## src/poc_pkg.sv

```systemverilog
// poc_pkg: constants and types for the pll output control configuration block
// assumes a 32-bit serial configuration word with its 4-bit address in the low bits
package poc_pkg;
   localparam int unsigned NUM_OUTPUTS   = 8;
   localparam int unsigned WORD_W        = 32;
   localparam int unsigned R_W           = 12;
   localparam int unsigned N_W           = 18;
   // register addresses carried in word bits 3:0
   localparam logic [3:0]  ADDR_OUT_LAST = 4'h7;
   localparam logic [3:0]  ADDR_LOCK_CFG = 4'hb;
   localparam logic [3:0]  ADDR_PLL_REF  = 4'he;
   localparam logic [3:0]  ADDR_PLL_FB   = 4'hf;
   // field positions
   localparam int unsigned POS_RESET     = 31;
   localparam int unsigned POS_OUT_EN    = 16;
   localparam int unsigned POS_PRESCALE  = 15;
   localparam int unsigned POS_ALL_EN    = 27;
   localparam int unsigned POS_PDOWN     = 26;
   localparam int unsigned POS_TRI       = 25;
   localparam int unsigned POS_POL       = 24;
   localparam int unsigned POS_LSEL      = 20;
   localparam int unsigned POS_R         = 8;
   localparam int unsigned POS_GAIN      = 30;
   localparam int unsigned POS_N         = 8;
   // reset values
   localparam logic [R_W-1:0] RST_R_DIV  = 12'h00a;
   localparam logic [N_W-1:0] RST_N_DIV  = 18'h002f8;
   localparam logic           RST_ALL_EN = 1'b1;
   // lock pin select codes
   localparam logic [3:0]  LSEL_HIZ      = 4'h0;
   localparam logic [3:0]  LSEL_HIGH     = 4'h1;
   localparam logic [3:0]  LSEL_LOW      = 4'h2;
   localparam logic [3:0]  LSEL_DLD_HI   = 4'h3;
   localparam logic [3:0]  LSEL_DLD_LO   = 4'h4;
   localparam logic [3:0]  LSEL_ALD_PP   = 4'h5;
   localparam logic [3:0]  LSEL_ALD_NMOS = 4'h6;
   localparam logic [3:0]  LSEL_ALD_PMOS = 4'h7;
   localparam logic [3:0]  LSEL_N_HALF   = 4'h9;
   localparam logic [3:0]  LSEL_R_HALF   = 4'hb;
   // digital lock detect
   localparam logic [1:0]  PRESCALE_LAST = 2'h3;
   localparam logic [2:0]  EXPECT_LOCK_DETECT_PRESCALE   = 3'h4;
   localparam logic [2:0]  EXPECT_DIV1   = 3'h1;
   localparam int unsigned LOCK_COUNT    = 8;

   typedef struct packed {
      logic [NUM_OUTPUTS-1:0] out_en;
      logic                   all_out_en;
      logic                   power_down;
      logic                   pump_tri;
      logic                   pump_pol;
      logic [3:0]             lock_sel;
      logic [R_W-1:0]         r_div;
      logic                   prescale;
      logic [1:0]             pump_gain;
      logic [N_W-1:0]         n_div;
   } poc_cfg_t;

   localparam poc_cfg_t CFG_RESET = '{
      out_en: '0, all_out_en: RST_ALL_EN, power_down: 1'b0, pump_tri: 1'b0,
      pump_pol: 1'b0, lock_sel: LSEL_HIZ, r_div: RST_R_DIV, prescale: 1'b0,
      pump_gain: 2'h0, n_div: RST_N_DIV};

   typedef struct packed {
      logic       tristate;
      logic       polarity;
      logic [1:0] gain;
   } poc_pump_t;
endpackage : poc_pkg

```

## src/poc_config.sv

```systemverilog
// poc_config: serial configuration, output gating, R/N dividers, lock pin mux
// assumes serial pins, strobes and lock inputs are synchronous to ref_clk
// Functional notes
// - output drives only with its enable bit set and both global gates open
// - global enable pin low turns every clock output off
// - global output enable bit zero turns all outputs off; resets to one
// - prescale bit set divides lock detect input frequency by four
// - reference divider is 12-bit binary 1 to 4095, reset 10, zero invalid
// - lock pin select codes 0 to 7 give hiz, high, low, digital, analog lock
// - code 9 gives feedback divider/2, code 11 reference divider/2
// - power down bit turns off every block regardless of anything else
// - pump tristate bit places charge pump output in high impedance
// - pump polarity bit zero negative, one positive
// - feedback divider is 18-bit binary 1 to 262143, reset 760, zero illegal
// - feedback divider counts oscillator divider output, before phase detector
// - pump gain codes 0 to 3 select 1x, 4x, 16x, 32x
// - global output enable bit sits at bit 27 of second pll register
`timescale 1ns/1ps
`default_nettype none
module poc_config
   import poc_pkg::*;
#(
   parameter int unsigned LOCK_GOOD = LOCK_COUNT
) (
   input  wire logic                      ref_clk,
   input  wire logic                      sys_rst,
   input  wire logic                      ser_clk,
   input  wire logic                      ser_data,
   input  wire logic                      ser_latch,
   input  wire logic                      global_enable_pin,
   input  wire logic                      osc_div_pulse,
   input  wire logic                      analog_lock,
   output logic [poc_pkg::NUM_OUTPUTS-1:0] clock_output_n_en,
   output logic                           power_down,
   output poc_pkg::poc_pump_t             pump,
   output logic                           lock_status_pin_out,
   output logic                           lock_status_pin_oe,
   output logic                           digital_locked
);
   import poc_pkg::*;

   logic [WORD_W-1:0] shift;
   logic              ser_clk_d;
   logic              ser_latch_d;
   poc_cfg_t          cfg;
   poc_cfg_t          next_cfg;
   logic [R_W-1:0]    r_count;
   logic [N_W-1:0]    n_count;
   logic              r_half;
   logic              n_half;
   logic [1:0]        pre_cnt;
   logic [2:0]        n_seen;
   logic [3:0]        lock_cnt;

   wire       shift_edge = ser_clk & ~ser_clk_d;
   wire       apply      = ser_latch & ~ser_latch_d;
   wire [3:0] addr       = shift[3:0];
   wire       run        = ~cfg.power_down;
   wire       r_tc       = run && (cfg.r_div != '0) && (r_count <= 12'h001);
   wire       n_tc       = run && (cfg.n_div != '0) && osc_div_pulse && (n_count <= 18'h00001);
   wire       lock_strobe = r_tc && (!cfg.prescale || pre_cnt == PRESCALE_LAST);
   wire [2:0] expect_n   = cfg.prescale ? EXPECT_LOCK_DETECT_PRESCALE : EXPECT_DIV1;
   wire [2:0] n_total    = n_seen + {2'h0, n_tc};
   wire       good_cycle = (n_total == expect_n);
   wire [NUM_OUTPUTS-1:0] next_en = (global_enable_pin && cfg.all_out_en && run)
                                    ? cfg.out_en : '0;

   // serial shift; only the latch edge moves the word into the live settings
   always_ff @(posedge ref_clk or posedge sys_rst) begin
      if (sys_rst) begin
         shift       <= '0;
         ser_clk_d   <= 1'b0;
         ser_latch_d <= 1'b0;
      end else begin
         ser_clk_d   <= ser_clk;
         ser_latch_d <= ser_latch;
         if (shift_edge) begin
            shift <= {shift[WORD_W-2:0], ser_data};
         end
      end
   end

   always_comb begin
      next_cfg = cfg;
      if (apply) begin
         if (addr <= ADDR_OUT_LAST) begin
            next_cfg.out_en[addr[2:0]] = shift[POS_OUT_EN];
            if (addr == 4'h0 && shift[POS_RESET]) begin
               next_cfg = CFG_RESET;
            end
         end
         if (addr == ADDR_LOCK_CFG) begin
            next_cfg.prescale = shift[POS_PRESCALE];
         end
         if (addr == ADDR_PLL_REF) begin
            next_cfg.all_out_en = shift[POS_ALL_EN];
            next_cfg.power_down = shift[POS_PDOWN];
            next_cfg.pump_tri   = shift[POS_TRI];
            next_cfg.pump_pol   = shift[POS_POL];
            next_cfg.lock_sel   = shift[POS_LSEL +: 4];
            next_cfg.r_div      = shift[POS_R +: R_W];
         end
         if (addr == ADDR_PLL_FB) begin
            next_cfg.pump_gain = shift[POS_GAIN +: 2];
            next_cfg.n_div     = shift[POS_N +: N_W];
         end
      end
   end

   always_ff @(posedge ref_clk or posedge sys_rst) begin
      if (sys_rst) begin
         cfg <= CFG_RESET;
      end else begin
         cfg <= next_cfg;
      end
   end

   // output gating and pump controls, registered
   always_ff @(posedge ref_clk or posedge sys_rst) begin
      if (sys_rst) begin
         clock_output_n_en <= '0;
         power_down        <= 1'b0;
         pump              <= '0;
      end else begin
         clock_output_n_en <= next_en;
         power_down        <= cfg.power_down;
         pump.tristate     <= cfg.pump_tri || cfg.power_down;
         pump.polarity     <= cfg.pump_pol;
         pump.gain         <= cfg.pump_gain;
      end
   end

   // dividers; a zero divide value never reaches terminal, so no edges come out
   // a new divide value is picked up at the next terminal, or at once out of power down
   always_ff @(posedge ref_clk or posedge sys_rst) begin
      if (sys_rst) begin
         r_count <= RST_R_DIV;
         n_count <= RST_N_DIV;
         r_half  <= 1'b0;
         n_half  <= 1'b0;
      end else if (!run) begin
         r_count <= cfg.r_div;
         n_count <= cfg.n_div;
      end else begin
         r_count <= r_tc ? cfg.r_div : r_count - 12'h001;
         if (n_tc) begin
            n_count <= cfg.n_div;
         end else if (osc_div_pulse) begin
            n_count <= n_count - 18'h00001;
         end
         r_half <= r_half ^ r_tc;
         n_half <= n_half ^ n_tc;
      end
   end

   // digital lock: one feedback edge per reference edge (four per prescaled strobe), many in a row
   always_ff @(posedge ref_clk or posedge sys_rst) begin
      if (sys_rst) begin
         pre_cnt  <= '0;
         n_seen   <= '0;
         lock_cnt <= '0;
      end else if (!run) begin
         pre_cnt  <= '0;
         n_seen   <= '0;
         lock_cnt <= '0;
      end else begin
         if (r_tc) begin
            pre_cnt <= cfg.prescale ? pre_cnt + 2'h1 : 2'h0;
         end
         if (lock_strobe) begin
            n_seen <= '0;
            if (!good_cycle) begin
               lock_cnt <= '0;
            end else if (lock_cnt != 4'(LOCK_GOOD)) begin
               lock_cnt <= lock_cnt + 4'h1;
            end
         end else if (n_tc && n_seen != 3'h7) begin
            n_seen <= n_seen + 3'h1;
         end
      end
   end

   assign digital_locked = (lock_cnt == 4'(LOCK_GOOD));

   // lock pin mux; invalid codes leave the pin undriven
   always_comb begin
      lock_status_pin_out = 1'b0;
      lock_status_pin_oe  = run;
      unique case (cfg.lock_sel)
         LSEL_HIGH:     lock_status_pin_out = 1'b1;
         LSEL_LOW:      lock_status_pin_out = 1'b0;
         LSEL_DLD_HI:   lock_status_pin_out = digital_locked;
         LSEL_DLD_LO:   lock_status_pin_out = ~digital_locked;
         LSEL_ALD_PP:   lock_status_pin_out = analog_lock;
         LSEL_ALD_NMOS: lock_status_pin_oe  = run && !analog_lock;
         LSEL_ALD_PMOS: begin
            lock_status_pin_out = 1'b1;
            lock_status_pin_oe  = run && analog_lock;
         end
         LSEL_N_HALF:   lock_status_pin_out = n_half;
         LSEL_R_HALF:   lock_status_pin_out = r_half;
         default:       lock_status_pin_oe  = 1'b0;
      endcase
   end

   a_out_gate_bits: assert property (@(posedge ref_clk) disable iff (sys_rst)
      ##1 (clock_output_n_en & ~$past(cfg.out_en)) == '0)
      else $error("output enabled without its enable bit");
   a_pin_low_off: assert property (@(posedge ref_clk) disable iff (sys_rst)
      !global_enable_pin |=> clock_output_n_en == '0)
      else $error("output on while global pin low");
   a_global_bit_off: assert property (@(posedge ref_clk) disable iff (sys_rst)
      !cfg.all_out_en |=> clock_output_n_en == '0)
      else $error("output on while global bit clear");
   a_pdown_all_off: assert property (@(posedge ref_clk) disable iff (sys_rst)
      cfg.power_down |=> (clock_output_n_en == '0) && pump.tristate && power_down)
      else $error("block active in power down");
   a_pump_tristate: assert property (@(posedge ref_clk) disable iff (sys_rst)
      cfg.pump_tri |=> pump.tristate)
      else $error("pump not tristated");
   a_prescale_strobe: assert property (@(posedge ref_clk) disable iff (sys_rst)
      cfg.prescale && lock_strobe |-> r_tc && pre_cnt == PRESCALE_LAST)
      else $error("prescaled lock strobe off its fourth edge");
   a_r_reload_val: assert property (@(posedge ref_clk) disable iff (sys_rst)
      r_tc |=> r_count == $past(cfg.r_div))
      else $error("reference divider reload wrong");
   a_n_half_toggle: assert property (@(posedge ref_clk) disable iff (sys_rst)
      n_tc |=> n_half != $past(n_half))
      else $error("feedback half rate did not toggle");
   a_lock_pin_hiz: assert property (@(posedge ref_clk) disable iff (sys_rst)
      cfg.lock_sel == LSEL_HIZ |-> !lock_status_pin_oe)
      else $error("lock pin driven in hiz code");
   a_cfg_on_latch: assert property (@(posedge ref_clk) disable iff (sys_rst)
      !$stable(cfg) |-> $past(apply))
      else $error("settings changed without a latch");
   c_output_on: cover property (@(posedge ref_clk) disable iff (sys_rst)
      clock_output_n_en != '0);
   c_locked: cover property (@(posedge ref_clk) disable iff (sys_rst) digital_locked);
   c_soft_reset: cover property (@(posedge ref_clk) disable iff (sys_rst)
      apply && addr == 4'h0 && shift[POS_RESET]);
endmodule : poc_config
`default_nettype wire

```

## config.mk

```make
export PLATFORM = sky130hd
export DESIGN_NAME = poc_config
export DESIGN_NICKNAME = d
export VERILOG_FILES = /design/src/poc_pkg.sv /design/src/poc_config.sv
export SDC_FILE = /design/constraint.sdc
export NUM_CORES = 1
export LEC_CHECK = 0
export BUFFER_PORTS_ARGS = -buffer_cell sky130_fd_sc_hd__buf_4
export CAP_MARGIN = 20
export CORE_MARGIN = 3
export CORE_UTILIZATION = 38
export DETAILED_ROUTE_END_ITERATION = 10
export PLACE_DENSITY = 0.54
export SYNTH_ARGS = -nofsm -noshare
export SYNTH_HDL_FRONTEND = slang
export SYNTH_SLANG_ARGS = --single-unit
```

## constraint.sdc

```tcl
create_clock -name ref_clk -period 9.5 [get_ports ref_clk]
set_input_delay 0.475 -clock ref_clk [delete_from_list [all_inputs] [get_ports ref_clk]]
set_output_delay 0.475 -clock ref_clk [all_outputs]
set_load 0.005 [all_outputs]
```

==> results.tsv <==
metric	value	unit
cts_resized	0	
crit_chain	or4_1, nor3_1, a211o_1, clkinv_2, ha_1, ha_1, xor2_1, mux2i_1, or2_2, or4_1, a21oi_1	
grt_max_degree	72	
synth_warnings	0	
cp_slowest_cell	a211o_1	
yosysTopAreaCell	dfrtp_1	
clockBufferDepth	2	
rsz0062_at_grt	no	
power_density	270.5	nW/um2
slew_headroom	36.55	%
p_switching	649.8	uW
cts_hold_buf	0	
peakVddDrop	0.1394	mV
pwr-share-comb	23.9	%
syn_area	6446	um2
syn-mean-instance-area	9.979	um2
setup_viol	0	
drt_iter0_markers	410	
syn2layout_area_growth	15.78	%
layout-drive-gt1-share	20.18	%
wire_per_inst	16.14	um
die_x	136.2	um
drcViolationCount	0	
postSynthCellCount	646	
setup_total_negative_slack	0	ns
p_sw_share	32.19	%
fin_crit_sh	40.96	%
pre_cts_slack	5.645	ns
clock_latency	0.42	ns
ys_seq_elements	137	
hold_viol_final	0	
synth.most_common_cell	dfrtp_1	
path_clk_slew	0.06	ns
synth_ff_type	dfrtp_1	
leakage	3.225	nW
cp.required	9.83	ns
cts_tree	done	
status	finished, final reports clean	
io_buffer_count	23	
fmax	257.0	MHz
synthArstFlopShare	100.0	%
postLayoutCellArea	7463	um2
first_global_vias	4751	
finalWirelength	14360	um
vias	4789	
dp_hpwl	9604	um
power_frac_clock	35.6	%
antenna_cells	0	
max-cap-violations	0	
track_usage	16.58	%
cp-start-kind	register	
slew_violations	0	
synthDistinctLibCells	61	
cts_root_buf	clkbuf_16	
antenna_found_initial	0	
synth_area_leaders	dfrtp_1 47%, dfstp_2 6.9%, nand2_1 6.5%	
place_area	6800	um2
nNetsFinal	680	
dieHeight	136.2	um
post_cts_buffers	0	
max_slew.worst_pin.slew	0.9482	ns
grt_pass1_wl	24190	um
coreArea	16230	um2
ant_nets	0	
syn_nets	665	
num_io_pins	24	
die_area	18560	um2
cts_buffers	17	
fp-row-count	46	
gp_congestion	0.8766	
seq_area_frac_synth	53.51	%
period_needed	3.892	ns
htree_levels	4	
synth_edf_count	0	
crit_fanout	15	
final_core_util	45.98	%
hold_path_class	input port to async pin	
slowest_delay	0.54	ns
synth_top_area_share	46.58	%
initial_core_util	39.72	%
worstSetupEndpointType	register	
cp_data_arrival_time	4.22	ns
drt_pass1_iterations	6	
fin_worst_skew	0.008570	ns
clock-sinks	137	
setup_ws	5.608	ns
pwr-share-seq	40.5	%
p_int	1.369	mW
path_class	register to register	
viasPerCell	5.381	
synth_commonest_cells	120 x dfrtp_1, 112 x nand2_1, 60 x o21ai_0	
grt_overflow	0	
[layout make-up]
class / count / area [um2]
clock buffer: 20 / 466.7
clock inverter: 12 / 185.2
fill: 1547 / 8767
inverter: 18 / 73.82
multi-input combinational: 457 / 2789
sequential: 137 / 3450
tap: 216 / 270.3
timing repair buffer: 30 / 229.0
[final timing paths]
check                           slack [ns]    start  cells after the start          end
max in group asynchronous             8.02  sys_rst                      3    shift[23]
worst max register to register        5.61   cfg[2]                     11  lock_cnt[3]
worst min register to register        0.39  cfg[19]                      0      pump[1]
worst min-delay path                  0.16  sys_rst                      2   n_count[2]
worst max-delay path                  5.61   cfg[2]                     11  lock_cnt[3]
min in group ref_clk                  0.17  ser_clk                      1    ser_clk_d
[registers in the layout (all words and copies together) (netlist names), 2 cells and up]
register,count
cfg,49
clock_output_n_en,8
lock_cnt,4
n_count,18
n_seen,3
pre_cnt,2
pump,4
r_count,12
shift,32
[critical path: cells and delay by family, from the launching register on]
family / cells / cell delay (ns)
and+or+nand+nor: 4 / 1.55
AOI/OAI and AO/OA: 2 / 0.70
adders and majority gates: 2 / 0.47
DFF: 1 / 0.40
buffers and inverters: 1 / 0.37
muxes: 1 / 0.16
xor gates and xnor gates: 1 / 0.15
[through the flow]
stage	cells	hold WS [ns]	power [mW]
2_1_floorplan	646	0.3519	1.174
3_3_place_gp	857	0.3673	1.296
3_5_place_dp	857	0.3751	1.308
4_1_cts	889	0.1542	2.034
5_1_grt	890	0.1519	2.137
6_report	890	0.1590	2.019
[cells in the final DEF, fill, tap and decap left out, drive strengths merged, types with 3 or more instances in the layout]
master and count:
clkinv 5, nor4 13, dfstp 17, and2 9, nand2 112, nor3b 6, a2bb2oi 3, nand4 5
o221ai 3, clkbuf 20, or4 8, ha 11, or2 3, o211ai 12, nor2 53, buf 30
bufinv 4, a21oi 27, o21ai 62, mux2 32, a31oi 5, xor2 5, nand3 6, and3 4
o311ai 4, nand2b 5, o31ai 6, nand3b 5, nor3 11, nor2b 5, inv 20, or3 10
xnor2 7, a211o 4, dfrtp 120
[power by group through the flow]
stage | combinational [mW] | sequential [mW] | clock [mW]
2_1_floorplan | 0.395 | 0.778 | 0
3_3_place_gp | 0.475 | 0.821 | 0
3_5_place_dp | 0.480 | 0.827 | 0
4_1_cts | 0.482 | 0.818 | 0.734
5_1_grt | 0.538 | 0.837 | 0.763
6_report | 0.483 | 0.817 | 0.718
[metal layers]
layer	wire [um]	vias to the layer above	GRT usage, %
met5	0	-	0
met4	90	0	4.591
met3	539	7	4.219
met2	6881	96	26.50
met1	6852	2374	22.46
li1	-	2312	-
[cell families (layout without fill, tap and decap cells)]
| kind of cell | count (synthesis) | after routing | share of synthesized area [%] |
|---|---|---|---|
| xor+xnor | 12 | 12 | 1.630 |
| buf+inv | 52 | 80 | 3.435 |
| flops | 137 | 137 | 53.51 |
| compound gates | 141 | 141 | 14.19 |
| mux | 34 | 34 | 5.901 |
| simple gates | 259 | 259 | 19.20 |
| fa+ha+maj | 11 | 11 | 2.135 |
Power figures use the tool's default switching activity.
